<file path="src/amdc_pkg.sv">
/*
 * amdc_pkg: constants, field positions and types shared by the
 * analyzer memory and digit control block and its program pulser.
 * assumes a single 40 MHz clock and a synchronous active-low reset.
 */
package amdc_pkg;
  localparam int unsigned CLK_MHZ      = 40;
  // program pulse spacing and memory idle hold, in ns
  localparam int unsigned PULSE_GAP_NS = 100;
  localparam int unsigned IDLE_HOLD_NS = 200;
  localparam logic [3:0]  GAP_CYC      = 4'((PULSE_GAP_NS * CLK_MHZ) / 1000);
  localparam logic [3:0]  HOLD_CYC     = 4'((IDLE_HOLD_NS * CLK_MHZ) / 1000);

  // register offsets
  localparam logic [3:0]  CTRL_ADDR    = 4'h0;
  localparam logic [3:0]  STAT_ADDR    = 4'h1;
  localparam logic [3:0]  CHAN_ADDR    = 4'h2;
  localparam logic [15:0] CTRL_RESET   = 16'h0100;

  // control field positions
  localparam int unsigned C_ADD        = 0;
  localparam int unsigned C_SUB        = 1;
  localparam int unsigned C_ERASE      = 2;
  localparam int unsigned C_ANALYSIS   = 3;
  localparam int unsigned C_READOUT    = 4;
  localparam int unsigned C_ANALOG     = 5;
  localparam int unsigned C_SIZE_LO    = 6;
  localparam int unsigned C_FORWARD    = 8;
  localparam int unsigned C_GROUP_LO   = 9;

  // group size codes
  localparam logic [1:0]  SIZE_128     = 2'h0;
  localparam logic [1:0]  SIZE_256     = 2'h1;

  localparam logic [2:0]  DIGIT_FIVE   = 3'h5;
  localparam logic [2:0]  DIGIT_SIX    = 3'h6;
  localparam logic [2:0]  DIGIT_SEVEN  = 3'h7;
  localparam logic [3:0]  DEC_NINE     = 4'h9;

  typedef enum logic [1:0] {
    PS_IDLE,
    PS_GAP,
    PS_HOLD
  } amdc_pstate_t;

  typedef struct packed {
    logic [3:0] sense;
    logic [3:0] load_in;
    logic       step;
    logic       clear;
    logic       advance;
    logic       reload;
    logic [2:0] force_zero;
    logic [2:0] force_one;
    logic       bit0_set;
    logic       mem_req;
    logic       last_cycle;
    logic       carriage_ret;
    logic       decade_plot;
  } amdc_pins_t;
endpackage

</file>
<file path="src/amdc_pulse_if.sv">
/*
 * amdc_pulse_if: link between the control core and the program pulser.
 * assumes both ends on the same clock.
 */
`timescale 1ns/1ps
interface amdc_pulse_if;
  logic       start;
  logic [3:0] pulse;
  logic       busy;
  modport ctl (output start, input pulse, input busy);
  modport gen (input start, output pulse, output busy);
endinterface // amdc_pulse_if

</file>
<file path="src/amdc_core.sv">
/*
 * amdc_core: digit scaler, memory output and display registers, channel
 * scaler forcing and overflow, phase and busy flags, register port.
 * assumes pin inputs are asynchronous and that pin pulses are wider
 * than two clocks; register strobes are on clk.
 */
// Design decisions made here: the strobed register port and the register offsets.
// Operation
// - decode digit codes five, six, seven
// - backward select is complement of forward
// - each step moves digit scaler one
// - clear command returns digit scaler to zero
// - erase blocks writing ones to memory
// - four-stage output register, true and complement
// - output register is sole readout digit source
// - idle flag lags memory cycle end briefly
// - memory cycle start copies into display register
// - flag when display register is all zero
// - display and output registers form vertical level
// - display register ignored outside analog readout
// - control forces display register first stage
// - overflow follows stage seven, eight or nine
// - analyzer idle when nothing is busy
// - pulser gives four ordered program pulses
// - pulse at end of last arithmetic cycle
// - phase one follows analysis and readout state
// - readout active with complement output
// - force zero and one for stages 5,8,9
// - reload loads first channel of group
// - wrap flag on nine add, zero subtract
`timescale 1ns/1ps
module amdc_core (
  // clock and reset
  input  wire logic       clk,
  input  wire logic       reset_n,
  // register port
  input  wire logic [3:0]  reg_addr,
  input  wire logic [15:0] reg_wdata,
  input  wire logic        reg_write,
  input  wire logic        reg_read,
  output logic      [15:0] reg_rdata,
  // asynchronous pins
  input  wire amdc_pkg::amdc_pins_t pins,
  // digit scaler
  output logic       step_forward_select,
  output logic       step_backward_select,
  output logic [2:0] digit,
  output logic       digit_code_five,
  output logic       digit_code_five_n,
  output logic       digit_code_six,
  output logic       digit_code_seven,
  output logic       digit_code_seven_n,
  // memory and display registers
  output logic [3:0] mem_digit,
  output logic [3:0] mem_digit_n,
  output logic [3:0] write_one,
  output logic [3:0] top_digit_latch,
  output logic       top_digit_zero,
  output logic [7:0] vert_level,
  output logic       digit_wrap_flag,
  // channel scaler
  output logic [8:0] chan,
  output logic       overflow_select,
  output logic       address_wrap_pulse,
  // sequencing and status
  output logic       program_pulse_first,
  output logic       program_pulse_second,
  output logic       program_pulse_third,
  output logic       program_pulse_fourth,
  output logic       last_cycle_end,
  output logic       store_idle_flag,
  output logic       analyzer_idle,
  output logic       phase_one,
  output logic       phase_two,
  output logic       readout_active,
  output logic       readout_active_n
);
  typedef struct packed {
    amdc_pkg::amdc_pins_t meta;
    amdc_pkg::amdc_pins_t pin;
    amdc_pkg::amdc_pins_t prev;
    logic [15:0]          ctrl;
    logic [15:0]          rdata;
    logic [2:0]           digit;
    logic [3:0]           m;
    logic [3:0]           mr;
    logic [8:0]           chan;
    logic [3:0]           wr1;
    logic [7:0]           vert;
    logic                 d5;
    logic                 d6;
    logic                 d7;
    logic                 mr_zero;
    logic                 wrap;
    logic                 ms;
    logic                 ao;
    logic                 last_end;
    logic                 an_idle;
    logic                 ph1;
    logic                 ph2;
    logic                 ro_n;
    logic                 bwd;
    logic                 d5n;
    logic                 d7n;
    logic [3:0]           m_n;
  } amdc_core_state_t;

  amdc_core_state_t s;
  amdc_core_state_t next_s;
  amdc_pulse_if     pif ();

  amdc_pulser u_pulser (
    .clk     (clk),
    .reset_n (reset_n),
    .pif     (pif.gen)
  );

  logic       forward;
  logic       adding;
  logic       subtracting;
  logic       erase;
  logic       analysis;
  logic       readout;
  logic       analog;
  logic [1:0] size;
  logic [1:0] group;
  logic       mem_start;

  assign forward     = s.ctrl[amdc_pkg::C_FORWARD];
  assign adding      = s.ctrl[amdc_pkg::C_ADD];
  assign subtracting = s.ctrl[amdc_pkg::C_SUB];
  assign erase       = s.ctrl[amdc_pkg::C_ERASE];
  assign analysis    = s.ctrl[amdc_pkg::C_ANALYSIS];
  assign readout     = s.ctrl[amdc_pkg::C_READOUT];
  assign analog      = s.ctrl[amdc_pkg::C_ANALOG];
  assign size        = s.ctrl[amdc_pkg::C_SIZE_LO +: 2];
  assign group       = s.ctrl[amdc_pkg::C_GROUP_LO +: 2];
  // a request while a cycle runs is dropped, not queued
  assign mem_start   = s.pin.mem_req & ~s.prev.mem_req & ~pif.busy;
  assign pif.start   = mem_start;

  always_comb begin
    next_s = s;
    // logic reads the second stage and, for edges, the third; never the first
    next_s.meta = pins;
    next_s.pin  = s.meta;
    next_s.prev = s.pin;
    next_s.rdata = 16'h0000;

    if (reg_write && reg_addr == amdc_pkg::CTRL_ADDR) begin
      next_s.ctrl = reg_wdata;
    end
    if (reg_read) begin
      case (reg_addr)
        amdc_pkg::CTRL_ADDR: next_s.rdata = s.ctrl;
        amdc_pkg::STAT_ADDR: next_s.rdata = {s.an_idle, ~pif.busy, s.ph1, s.wrap,
                                             s.digit, s.mr, s.m, 1'b0};
        amdc_pkg::CHAN_ADDR: next_s.rdata = {7'h00, s.chan};
        default:             next_s.rdata = 16'h0000;
      endcase
    end

    // digit scaler; clear wins over a step in the same cycle
    if (s.pin.clear) begin
      next_s.digit = 3'h0;
    end else if (s.pin.step & ~s.prev.step) begin
      next_s.digit = forward ? s.digit + 3'h1 : s.digit - 3'h1;
    end
    next_s.d5 = next_s.digit == amdc_pkg::DIGIT_FIVE;
    next_s.d6 = next_s.digit == amdc_pkg::DIGIT_SIX;
    next_s.d7 = next_s.digit == amdc_pkg::DIGIT_SEVEN;
    next_s.d5n = ~next_s.d5;
    next_s.d7n = ~next_s.d7;

    // memory output register: sense load on the second pulse
    if (pif.pulse[1]) begin
      next_s.m = s.pin.sense;
    end
    // read-in lines only ever set stages
    next_s.m = next_s.m | s.pin.load_in;
    next_s.m_n = ~next_s.m;

    // display register takes the output register at cycle start
    if (pif.pulse[0]) begin
      next_s.mr = s.m;
    end
    if (s.pin.bit0_set) begin
      next_s.mr[0] = 1'b1;
    end
    next_s.mr_zero = next_s.mr == 4'h0;
    // level only meaningful in analog readout
    next_s.vert = (readout & analog) ? {next_s.mr, next_s.m} : 8'h00;

    // restore writes; erase masks every one
    next_s.wr1 = (pif.pulse[2] & ~erase) ? s.m : 4'h0;
    next_s.wrap = (adding & next_s.m == amdc_pkg::DEC_NINE) |
                  (subtracting & next_s.m == 4'h0);

    // channel scaler
    if (s.pin.reload & ~s.prev.reload) begin
      case (size)
        amdc_pkg::SIZE_128: next_s.chan = {group, 7'h00};
        amdc_pkg::SIZE_256: next_s.chan = {group[0], 8'h00};
        default:            next_s.chan = 9'h000;
      endcase
    end else if (s.pin.advance & ~s.prev.advance) begin
      next_s.chan = s.chan + 9'h001;
    end
    // forcing overrides counting; zero wins over one
    next_s.chan[4] = s.pin.force_zero[0] ? 1'b0 : (s.pin.force_one[0] | next_s.chan[4]);
    next_s.chan[7] = s.pin.force_zero[1] ? 1'b0 : (s.pin.force_one[1] | next_s.chan[7]);
    next_s.chan[8] = s.pin.force_zero[2] ? 1'b0 : (s.pin.force_one[2] | next_s.chan[8]);
    case (size)
      amdc_pkg::SIZE_128: next_s.ms = ~next_s.chan[6];
      amdc_pkg::SIZE_256: next_s.ms = ~next_s.chan[7];
      default:            next_s.ms = ~next_s.chan[8];
    endcase
    // wrap only from counting, never from reload
    next_s.ao = s.pin.advance & ~s.prev.advance & ~(s.pin.reload & ~s.prev.reload)
                & ~s.ms & next_s.ms;

    next_s.last_end = pif.pulse[3] & s.pin.last_cycle & (adding | subtracting);
    next_s.an_idle = ~analysis & ~readout & ~pif.busy & ~mem_start;
    next_s.ph1 = analysis | (readout & ~(analog ? s.pin.decade_plot : s.pin.carriage_ret));
    next_s.ph2 = ~next_s.ph1;
    // complements are registered too, so every pin but store_idle_flag leaves a flop
    next_s.bwd = ~next_s.ctrl[amdc_pkg::C_FORWARD];
    next_s.ro_n = ~next_s.ctrl[amdc_pkg::C_READOUT];
  end

  always_ff @(posedge clk) begin
    if (!reset_n) begin
      s <= '0;
      s.ctrl <= amdc_pkg::CTRL_RESET;
      s.mr_zero <= 1'b1;
      s.an_idle <= 1'b1;
      s.ms <= 1'b1;
      s.d5n <= 1'b1;
      s.d7n <= 1'b1;
      s.m_n <= 4'hf;
      s.ph2 <= 1'b1;
      s.ro_n <= 1'b1;
    end else begin
      s <= next_s;
    end
  end

  assign reg_rdata            = s.rdata;
  assign step_forward_select  = forward;
  assign step_backward_select = s.bwd;
  assign digit                = s.digit;
  assign digit_code_five      = s.d5;
  assign digit_code_five_n    = s.d5n;
  assign digit_code_six       = s.d6;
  assign digit_code_seven     = s.d7;
  assign digit_code_seven_n   = s.d7n;
  // sole digit source for adder and readout
  assign mem_digit            = s.m;
  assign mem_digit_n          = s.m_n;
  assign write_one            = s.wr1;
  assign top_digit_latch      = s.mr;
  assign top_digit_zero       = s.mr_zero;
  assign vert_level           = s.vert;
  assign digit_wrap_flag      = s.wrap;
  assign chan                 = s.chan;
  assign overflow_select      = s.ms;
  assign address_wrap_pulse   = s.ao;
  assign program_pulse_first  = pif.pulse[0];
  assign program_pulse_second = pif.pulse[1];
  assign program_pulse_third  = pif.pulse[2];
  assign program_pulse_fourth = pif.pulse[3];
  assign last_cycle_end       = s.last_end;
  assign store_idle_flag      = ~pif.busy;
  assign analyzer_idle        = s.an_idle;
  assign phase_one            = s.ph1;
  assign phase_two            = s.ph2;
  assign readout_active       = readout;
  assign readout_active_n     = s.ro_n;

  property p_decode;
    @(posedge clk) disable iff (!reset_n)
      digit_code_five == (digit == 3'h5) && digit_code_seven_n == (digit != 3'h7);
  endproperty
  a_decode: assert property (p_decode)
    else $error("digit decode mismatch");

  property p_step;
    @(posedge clk) disable iff (!reset_n)
      (s.pin.step && !s.prev.step && !s.pin.clear && forward) |=> digit == $past(digit) + 3'h1;
  endproperty
  a_step: assert property (p_step)
    else $error("forward step did not advance by one");

  property p_clear;
    @(posedge clk) disable iff (!reset_n)
      s.pin.clear |=> digit == 3'h0;
  endproperty
  a_clear: assert property (p_clear)
    else $error("digit scaler not cleared");

  property p_erase;
    @(posedge clk) disable iff (!reset_n)
      erase ##1 erase |-> write_one == 4'h0;
  endproperty
  a_erase: assert property (p_erase)
    else $error("one written during erase");

  property p_copy;
    @(posedge clk) disable iff (!reset_n)
      (program_pulse_first && !s.pin.bit0_set) |=> top_digit_latch == $past(mem_digit);
  endproperty
  a_copy: assert property (p_copy)
    else $error("display register missed the copy");

  property p_zero;
    @(posedge clk) disable iff (!reset_n)
      top_digit_zero == (top_digit_latch == 4'h0);
  endproperty
  a_zero: assert property (p_zero)
    else $error("display zero flag wrong");

  property p_ovf;
    @(posedge clk) disable iff (!reset_n)
      (size == 2'h1) ##1 (size == 2'h1) |-> overflow_select == ~chan[7];
  endproperty
  a_ovf: assert property (p_ovf)
    else $error("overflow select on wrong stage");

  property p_wrap;
    @(posedge clk) disable iff (!reset_n)
      (adding && !subtracting) ##1 (mem_digit == 4'h9) |-> digit_wrap_flag;
  endproperty
  a_wrap: assert property (p_wrap)
    else $error("wrap flag missing on nine");

  property p_last;
    @(posedge clk) disable iff (!reset_n)
      last_cycle_end |-> $past(program_pulse_fourth);
  endproperty
  a_last: assert property (p_last)
    else $error("last cycle end without fourth pulse");

  property p_complement;
    @(posedge clk) disable iff (!reset_n)
      step_backward_select != step_forward_select && phase_two != phase_one &&
      readout_active_n != readout_active && mem_digit_n == ~mem_digit;
  endproperty
  a_complement: assert property (p_complement)
    else $error("complement output mismatch");

  property p_bit0;
    @(posedge clk) disable iff (!reset_n)
      s.pin.bit0_set |=> top_digit_latch[0];
  endproperty
  a_bit0: assert property (p_bit0)
    else $error("display first stage not forced");
endmodule // amdc_core

</file>
<file path="src/amdc_pulser.sv">
/*
 * amdc_pulser: program pulser; four ordered one-cycle pulses per memory
 * cycle, then a hold before the memory reads idle again.
 * assumes start is a one-cycle pulse on clk.
 */
`timescale 1ns/1ps
module amdc_pulser (
  // clock and reset
  input wire logic clk,
  input wire logic reset_n,
  // core side
  amdc_pulse_if.gen pif
);
  typedef struct packed {
    amdc_pkg::amdc_pstate_t st;
    logic [3:0]             cnt;
    logic [1:0]             idx;
    logic [3:0]             pulse;
    logic                   busy;
  } amdc_pulser_state_t;

  amdc_pulser_state_t s;
  amdc_pulser_state_t next_s;

  always_comb begin
    next_s = s;
    next_s.pulse = 4'h0;
    case (s.st)
      amdc_pkg::PS_IDLE: begin
        if (pif.start) begin
          next_s.st = amdc_pkg::PS_GAP;
          next_s.idx = 2'h0;
          next_s.cnt = amdc_pkg::GAP_CYC - 4'h1;
          next_s.pulse = 4'h1;
          next_s.busy = 1'b1;
        end
      end
      amdc_pkg::PS_GAP: begin
        if (s.cnt != 4'h0) begin
          next_s.cnt = s.cnt - 4'h1;
        end else if (s.idx == 2'h3) begin
          next_s.st = amdc_pkg::PS_HOLD;
          next_s.cnt = amdc_pkg::HOLD_CYC - 4'h1;
        end else begin
          // second through fourth, strictly in order
          next_s.idx = s.idx + 2'h1;
          next_s.pulse = 4'h1 << (s.idx + 2'h1);
          next_s.cnt = amdc_pkg::GAP_CYC - 4'h1;
        end
      end
      amdc_pkg::PS_HOLD: begin
        // idle stays low for the hold after the cycle ends
        if (s.cnt != 4'h0) begin
          next_s.cnt = s.cnt - 4'h1;
        end else begin
          next_s.st = amdc_pkg::PS_IDLE;
          next_s.busy = 1'b0;
        end
      end
      default: begin
        next_s.st = amdc_pkg::PS_IDLE;
        next_s.busy = 1'b0;
      end
    endcase
  end

  always_ff @(posedge clk) begin
    if (!reset_n) begin
      s <= '0;
    end else begin
      s <= next_s;
    end
  end

  assign pif.pulse = s.pulse;
  assign pif.busy  = s.busy;

  property p_pulse_order;
    @(posedge clk) disable iff (!reset_n)
      pif.pulse[0] |-> ##4 pif.pulse[1] ##4 pif.pulse[2] ##4 pif.pulse[3];
  endproperty
  a_pulse_order: assert property (p_pulse_order)
    else $error("program pulses out of order or spacing");

  property p_idle_hold;
    @(posedge clk) disable iff (!reset_n)
      pif.pulse[3] |-> pif.busy [*8] ##1 pif.busy ##4 !pif.busy;
  endproperty
  a_idle_hold: assert property (p_idle_hold)
    else $error("memory busy did not hold after the cycle");
endmodule // amdc_pulser

</file>
<file path="config.mk">
export PLATFORM = sky130hd
export DESIGN_NAME = amdc_core
export DESIGN_NICKNAME = d
export VERILOG_FILES = /design/src/amdc_pkg.sv /design/src/amdc_pulse_if.sv /design/src/amdc_core.sv /design/src/amdc_pulser.sv
export SDC_FILE = /design/constraint.sdc
export NUM_CORES = 1
export LEC_CHECK = 0
export BUFFER_PORTS_ARGS = -buffer_cell sky130_fd_sc_hd__clkbuf_2
export CAP_MARGIN = 20
export CORE_MARGIN = 3
export CORE_UTILIZATION = 25
export DETAILED_ROUTE_END_ITERATION = 7
export PLACE_DENSITY = 0.42
export SYNTH_ARGS = -nofsm -noshare
export SYNTH_HDL_FRONTEND = slang
export SYNTH_SLANG_ARGS = --single-unit
</file>
<file path="constraint.sdc">
create_clock -name clk -period 5.2 [get_ports clk]
set_input_delay 1.04 -clock clk [delete_from_list [all_inputs] [get_ports clk]]
set_output_delay 1.04 -clock clk [all_outputs]
set_load 0.02 [all_outputs]
</file>
Yosys cells after proc, flatten, opt, wreduce, memory -nomap -nowiden. Cells that the tools add are included.

Register bits: 146. Input bits: 47. Logic and storage cells: 179.

Add/sub/neg operators: 5. Eq/ne operators: 16. Shift operators: 1. Muxes and demuxes: 29. Bitwise gates (word level): 48. Reduce and logical (&&, ||, !) cells: 18.

Operator list (number): $pmux W16 S3 (1); $mux W9 (3); $not A1 Y1 (22); $and A1 B1 Y1 (18); $pmux W9 S2 (1); $mux W4 (4); $mux W13 (1); $logic_not A4 Y1 (3); $mux W3 (4); $mux W6 (2); $pmux W4 S3 (1); $pmux W6 S2 (1); $add A9 B1 Y9 const B (1); $eq A3 B3 Y1 const B (3); $ne A2 B2 Y1 const B (4); $reduce_and A4 Y1 (2); $mux W2 (3); $or A1 B1 Y1 (6); $pmux W2 S3 (1); $reduce_and A2 Y1 (3); $reduce_and A3 Y1 (2); $mux W1 (5); $eq A2 B1 Y1 const B (2); $eq A2 B2 Y1 const B (2); 19 further kinds (22).

Longest topological paths before layout. Gate-level depths: netlist of run 1.

Word-level depth: 9. Depth in mapped cells: 8.

Hierarchy. Synthesis of run 1 repeated with hierarchy kept, for this count alone.

Cell total of the unflattened synthesis: 575. Area total of the unflattened synthesis: 5604.1 um2.

By module, submodules not included: amdc_core (times used 1, cells an instance 482, area each 4770.8 um2); amdc_pulser (times used 1, cells an instance 93, area each 833.3 um2).

Worst setup path before layout of run 1. OpenSTA, ideal clock, no wires.

Kind: input to register. Start: input reg_addr[1]. End: register s, in the netlist step_forward_select. Setup time: 109 ps. Arrival time: 2090 ps. Setup slack: 3000 ps. Cell stages on the path: 6. Buffers on the path: 1. Path through: nor4_4 > and2_1 > buf_4 > mux2i_1 > and2_1 > inv_2.

Longest elaborated chain between the ends: 3.

RTL lines: from (decl) (line amdc_core.sv:37) `input wire logic [3:0] reg_addr,`; $logic_not A4 Y1 (line amdc_core.sv:150) `if (reg_write && reg_addr == amdc_pkg::CTRL_ADDR) begin`; $logic_and A1 B1 Y1 (line amdc_core.sv:150); $mux W9 (line amdc_core.sv:150); to (signal assigned) (line amdc_core.sv:244) `s <= next_s;`; to (decl) (line amdc_core.sv:108) `amdc_core_state_t s;`.

Every way passes these cells. A chain may end at the register's enable or synchronous reset.

Worst setup path after layout of run 1. Ends and elaborated chain as after synthesis.

==> qor.txt, run 1 <==
Logic pwr share - 9.7%
DR pass1 iterations - 5
area of the core - 22000 µm²
Layout Skew - 0.00982 ns
fmax - 357 MHz
P_int - 2.06 mW
Site Rows - 54
Power Total - 2.73 mW
GR Util All Layers - 12.0%
Post-CTS Setup Bufs - 0
routed wire length - 14700 µm
Hold Startpoint - next_s[91]$_SDFF_PN0_
# fillers - 2320
Post-synth ARST share - 0%
layout cells sized above 1 - 24.7%
sequential share of power - 43.5%
Main synth FF type - dfxtp_1
max_cap viols - 0
Worst R2R Start - u_pulser.s[7]$_SDFFE_PN0P_
initial antenna violation count - 0
CTS Buf Count - 17
hold_buf cts - 0
Final Cycle Share - 53.9%
routed len/inst - 15.5 µm
Place WS - 1.97 ns
mapped cell area - 5620 µm²
total negative slack - 0 ns
CTS tree - built
synth warn - 0
final setup margin - 2.40 ns
Area growth, synth to finish - 19.7%
Synth Register Bits - 146
CP delay by family, top - simple AND/OR/NAND/NOR gates
mux contribution to synthesized area - 1.69%
Switching Fraction - 24.4%
final hold viol count - 0
Slew @ Worst Pin - 0.920 ns
largest net degree at the start of global routing - 51
clock latency on the worst-skew pair - 0.42 ns
NetSw - 0.667 mW
CP Launch Type - input pin
DRC errors left - 0
Placed Area - 6110 µm²
ant diodes - 0
Max VDD drop - 0.000203 V
Hold WC Path Type - reg2reg
routability cong. - 0.824
Post-Synth Simple-Gate Area - 21.5%
H-tree depth - 4
routed via count - 4065
Clock transition at path regs - 0.06 ns
outcome - finished, final reports clean
reg2reg path depth - 7
Max stage delay on crit path - 0.84 ns
dpl hpwl - 10900 µm
most frequent cells in the layout - dfxtp_1 (146), clkbuf_2 (120), and2_1 (58)
power density cells - 405 nW/µm²
CP max stage cell - nor4_4
Final #Nets - 713
Reg-to-Reg End - u_pulser.s[9]$_SDFFE_PN0P_
Max Slew Vio Count - 0
CP max FO - 18
Synth Area per Inst - 9.60 µm²
register area share after synthesis - 52.0%
CP Class - in2reg
Reg2Reg Setup Slack - 3.27 ns
main combinational cell family by area after synthesis - simple AND/OR/NAND/NOR gates
Root Driver - clkbuf_16
xor/xnor share of the synthesized area - 1.56%
post-synthesis compound-gate area fraction - 10.6%
hold depth - 1
CP dominant cell by count - and2_1
area share of the leading cell type in the synthesized netlist - 52.0%
minimum clock period - 2.80 ns
finished layout cell area - 6730 µm²
CTS sink cnt - 146
commonest non-fill, non-tap cell in the layout - dfxtp_1
port bufs - 120
Mapped Cells - 586
vias in the first global route - 3929
Die X - 156 µm
largest cells by area after synthesis - dfxtp_1 (52%), buf_4 (7.2%), and2_1 (6.5%)
total die area - 24300 µm²
syn_nets - 645
Slew HR - 38.2%
EDFF count, synth - 0
arrival time at the worst endpoint - 3.12 ns
Die Span Y - 156 µm
Leak - 2.76 nW
clock power share - 46.8%
RSZ-0062 raised after global routing - no
I/O pin count - 121
via/cell ratio - 4.29
Adder-Cell Fraction of Synth Area - 2.80%
Bufs and invs on worst path - 2
worst hold endpoint - chan[4]$_SDFF_PP0_
ANT nets after route - 0
Yosys cell types - 54
Final Util - 30.6%
Initial DRC Count - 231
cell chain of the critical path - clkbuf_2, nor4_4, and2_1, mux2i_1, and2_1, inv_2
WP data required - 5.52 ns
Congestion Overflow GR - 0
clock tree buffer depth - 2
final setup vio count - 0
leading area contributor after synthesis - dfxtp_1
global-route wire length before repair - 22300 µm
crit path capture type - register
initial core utilization - 25.6%
PostCTS Resize Cnt - 0
==> power by group through the flow <==
stage	registers, mW	clock network (mW)	logic [mW]
5_1_grt	1.19	1.36	0.292
3_3_place_gp	1.21	0	0.258
6_report	1.19	1.28	0.265
2_1_floorplan	1.20	0	0.198
3_5_place_dp	1.21	0	0.265
4_1_cts	1.19	1.31	0.266
==> metrics by stage <==
stage          instances  hold WS [ns]
4_1_cts              947         0.401
5_1_grt              947         0.408
2_1_floorplan        586         0.376
3_3_place_gp         915         0.385
3_5_place_dp         915         0.392
6_report             947         0.396
==> cell type report <==
cell class                      instances  area, µm²  area share, %
Tap cell                              280        350           5.21
Sequential cell                       146       2920           43.4
Clock inverter                         10        146           2.18
Clock buffer                           22        474           7.05
Timing Repair Buffer                  122        616           9.15
Inverter                               20       75.1           1.12
Multi-Input combinational cell        347       2150           31.9
==> cell usage after synthesis (2+ instances only) <==
| library cell | n |
|---|---|
| nand4_1 | 4 |
| clkbuf_1 | 16 |
| a211oi_1 | 8 |
| a31oi_1 | 4 |
| a21o_1 | 2 |
| a22oi_1 | 16 |
| and4_1 | 3 |
| a32oi_1 | 2 |
| o21ai_0 | 6 |
| buf_4 | 54 |
| a21oi_1 | 38 |
| nor2_1 | 48 |
| dfxtp_1 | 146 |
| nand2b_1 | 11 |
| nor4b_2 | 2 |
| a22o_1 | 2 |
| nor3b_1 | 2 |
| nand3_1 | 7 |
| mux2i_1 | 8 |
| inv_2 | 2 |
| nand4b_1 | 2 |
| nor3_1 | 9 |
| o221a_2 | 2 |
| and2_1 | 58 |
| inv_1 | 18 |
| nand2_1 | 55 |
| a211o_1 | 2 |
| buf_2 | 2 |
| xnor2_1 | 4 |
| ha_1 | 11 |
| xor2_1 | 6 |
| nand3b_1 | 3 |
| nor2b_1 | 12 |
==> logic make-up (layout without fill, tap and decap cells) <==
group,count (synthesis),in the layout
compound gates,90,90
xor+xnor,10,10
fa+ha+maj,12,12
buf+inv,93,174
flops,146,146
mux,9,9
simple gates,226,226
==> per-layer routing <==
| layer | vias up | track usage [%] | wire length [µm] |
|---|---|---|---|
| li1 | 2041 | - | - |
| met1 | 1871 | 17.1 | 7170 |
| met2 | 132 | 17.1 | 6260 |
| met3 | 21 | 3.19 | 954 |
| met4 | 0 | 4.88 | 323 |
| met5 | - | 0 | 0 |
==> state kept, by name, indices dropped and copies added, names as in the netlist, 2 cells and up <==
signal / cells
next_s: 46
u_pulser.pif.pulse: 4
chan: 9
vert_level: 8
write_one: 4
top_digit_latch: 4
mem_digit_n: 4
u_pulser.s: 8
group: 2
reg_rdata: 16
s: 12
digit: 3
mem_digit: 4
==> worst max-delay path by stage <==
stage	depth (start not counted)	to	slack, ns	from
6_report	6	step_forward_select$_SDFF_PN1_	2.40	reg_addr[1]
5_1_grt	6	step_forward_select$_SDFF_PN1_	2.24	reg_addr[1]
4_1_cts	6	step_forward_select$_SDFF_PN1_	2.40	reg_addr[1]
3_5_place_dp	6	step_forward_select$_SDFF_PN1_	1.97	reg_addr[1]
3_3_place_gp	6	step_forward_select$_SDFF_PN1_	1.99	reg_addr[1]
2_1_floorplan	6	step_forward_select$_SDFF_PN1_	3.00	reg_addr[1]
(Power assumes the default switching activity.)
==> inputs of run 2 (changes only) <==
- ABC_AREA: not set -> 1
- clock period: 5.2 -> 2.8 ns (I/O delays scaled with it)
==> qor.txt, run 2 <==
Main synth FF type - dfxtp_1
Die X - 158 µm
CTS tree - built
Post-CTS Setup Bufs - 0
outcome - finished, final reports clean
leading area contributor after synthesis - dfxtp_1
Yosys cell types - 38
Site Rows - 54
Bufs and invs on worst path - 1
clock tree buffer depth - 2
register area share after synthesis - 50.8%
PostCTS Resize Cnt - 0
commonest non-fill, non-tap cell in the layout - dfxtp_1
Congestion Overflow GR - 0
largest cells by area after synthesis - dfxtp_1 (51%), inv_1 (8.9%), nand2_1 (7.0%)
Slew @ Worst Pin - 0.664 ns
Root Driver - clkbuf_16
total die area - 24900 µm²
Die Span Y - 158 µm
largest net degree at the start of global routing - 58
minimum clock period - 1.80 ns
Synth Register Bits - 146
cell chain of the critical path - clkbuf_2
Clock transition at path regs - 0.06 ns
finished layout cell area - 6880 µm²
Max Slew Vio Count - 0
Placed Area - 6250 µm²
via/cell ratio - 3.95
Logic pwr share - 10.9%
initial antenna violation count - 0
most common library cells after synthesis - dfxtp_1 (146), inv_1 (136), nand2_1 (107)
Initial DRC Count - 168
clock latency on the worst-skew pair - 0.42 ns
vias in the first global route - 4120
CP delay by family, top - flip-flops
CP Launch Type - register
WP data required - 2.24 ns
final setup vio count - 0
Hold WC Path Type - in2reg
synth warn - 0
syn_nets - 761
P_int - 3.83 mW
CTS sink cnt - 146
CP max stage cell - dfxtp_1
power density cells - 749 nW/µm²
EDFF count, synth - 0
RSZ-0062 raised after global routing - no
Leak - 3.33 nW
clock power share - 45.8%
fmax - 554 MHz
layout cells sized above 1 - 24.5%
most frequent cell after synthesis - dfxtp_1
area of the core - 22200 µm²
I/O pin count - 121
NetSw - 1.32 mW
Mapped Cells - 702
routability cong. - 0.853
global-route wire length before repair - 22800 µm
arrival time at the worst endpoint - 1.24 ns
Power Total - 5.15 mW
Area growth, synth to finish - 19.4%
CP max FO - 9
H-tree depth - 4
port bufs - 120
DRC errors left - 0
Post-synth ARST share - 0%
Switching Fraction - 25.5%
routed wire length - 14700 µm
Synth Area per Inst - 8.20 µm²
CP Class - reg2out
Final #Nets - 833
Slew HR - 55.4%
total negative slack - 0 ns
area share of the leading cell type in the synthesized netlist - 50.8%
GR Util All Layers - 12.1%
Max VDD drop - 0.000255 V
CTS Buf Count - 17
# fillers - 2391
ANT nets after route - 0
most frequent cells in the layout - dfxtp_1 (146), inv_1 (136), clkbuf_2 (120)
dpl hpwl - 11200 µm
final hold viol count - 0
Layout Skew - 0.00368 ns
crit path capture type - primary output
DR pass1 iterations - 4
max FFs per register - 46
hold_buf cts - 0
routed via count - 4214
Final Cycle Share - 64.5%
sequential share of power - 43.3%
initial core utilization - 25.9%
Max stage delay on crit path - 0.58 ns
routed len/inst - 13.8 µm
mapped cell area - 5760 µm²
max_cap viols - 0
==> run 2: metrics by stage <==
step | utilization, % | cells | hold slack (ns) | setup WS (ns)
after floorplan | - | 702 | 0.376 | 1.19
after global placement | 28.1 | 1035 | 0.397 | 0.950
after detailed placement | 28.1 | 1035 | 0.384 | 0.903
after CTS | 30.9 | 1067 | 0.294 | 0.962
after global routing | 30.9 | 1067 | 0.299 | 0.881
final | 30.9 | 1068 | 0.320 | 0.995
==> run 2: area by class of cell <==
class	instances	area, µm²	share of cell area [%]
diodes	1	2.50	0.0364
clock buffers	20	467	6.79
clock inverters	12	154	2.24
inverters	143	537	7.80
multi-input cells	341	1790	26.1
flip-flops and latches	146	2920	42.5
well taps	280	350	5.09
repair buffers	125	651	9.46
==> run 2: path summary, 6_finish.rpt <==
path | slack [ns] | to | depth (start not counted) | startpoint
hold reg to reg | 0.40 | chan[4]$_SDFF_PP0_ | 1 | next_s[91]$_SDFF_PN0_
hold / removal | 0.32 | next_s[114]$_SDFF_PN0_ | 3 | pins[8]
setup reg to reg | 1.03 | digit_code_seven_n$_SDFF_PN1_ | 10 | digit[0]$_SDFF_PN0_
setup / recovery | 1.0 | chan[3] | 1 | chan[3]$_SDFFE_PN0P_
==> run 2: cells by family after synthesis <==
| logic type | count (synthesis) | share of synthesized area (%) |
|---|---|---|
| simple gates | 230 | 17.7 |
| xor+xnor | 4 | 0.609 |
| flops | 146 | 50.8 |
| compound gates | 95 | 10.1 |
| buf+inv | 215 | 18.1 |
| fa+ha+maj | 12 | 2.74 |
==> run 2: layer usage <==
metal	up-vias	track usage (%)	part of all wire [%]
met2	102	16.8	41
li1	2259	-	-
met3	20	2.98	4.6
met1	1833	17.3	52
met4	0	5.74	2.0
met5	-	0	0
==> run 2: power groups by stage <==
| stage | combinational [mW] | sequential (mW) | clock, mW |
|---|---|---|---|
| floorplan | 0.410 | 2.26 | 0 |
| CTS | 0.567 | 2.23 | 2.43 |
| global placement | 0.570 | 2.27 | 0 |
| finish | 0.563 | 2.23 | 2.36 |
| global route | 0.636 | 2.24 | 2.52 |
| detailed placement | 0.565 | 2.27 | 0 |
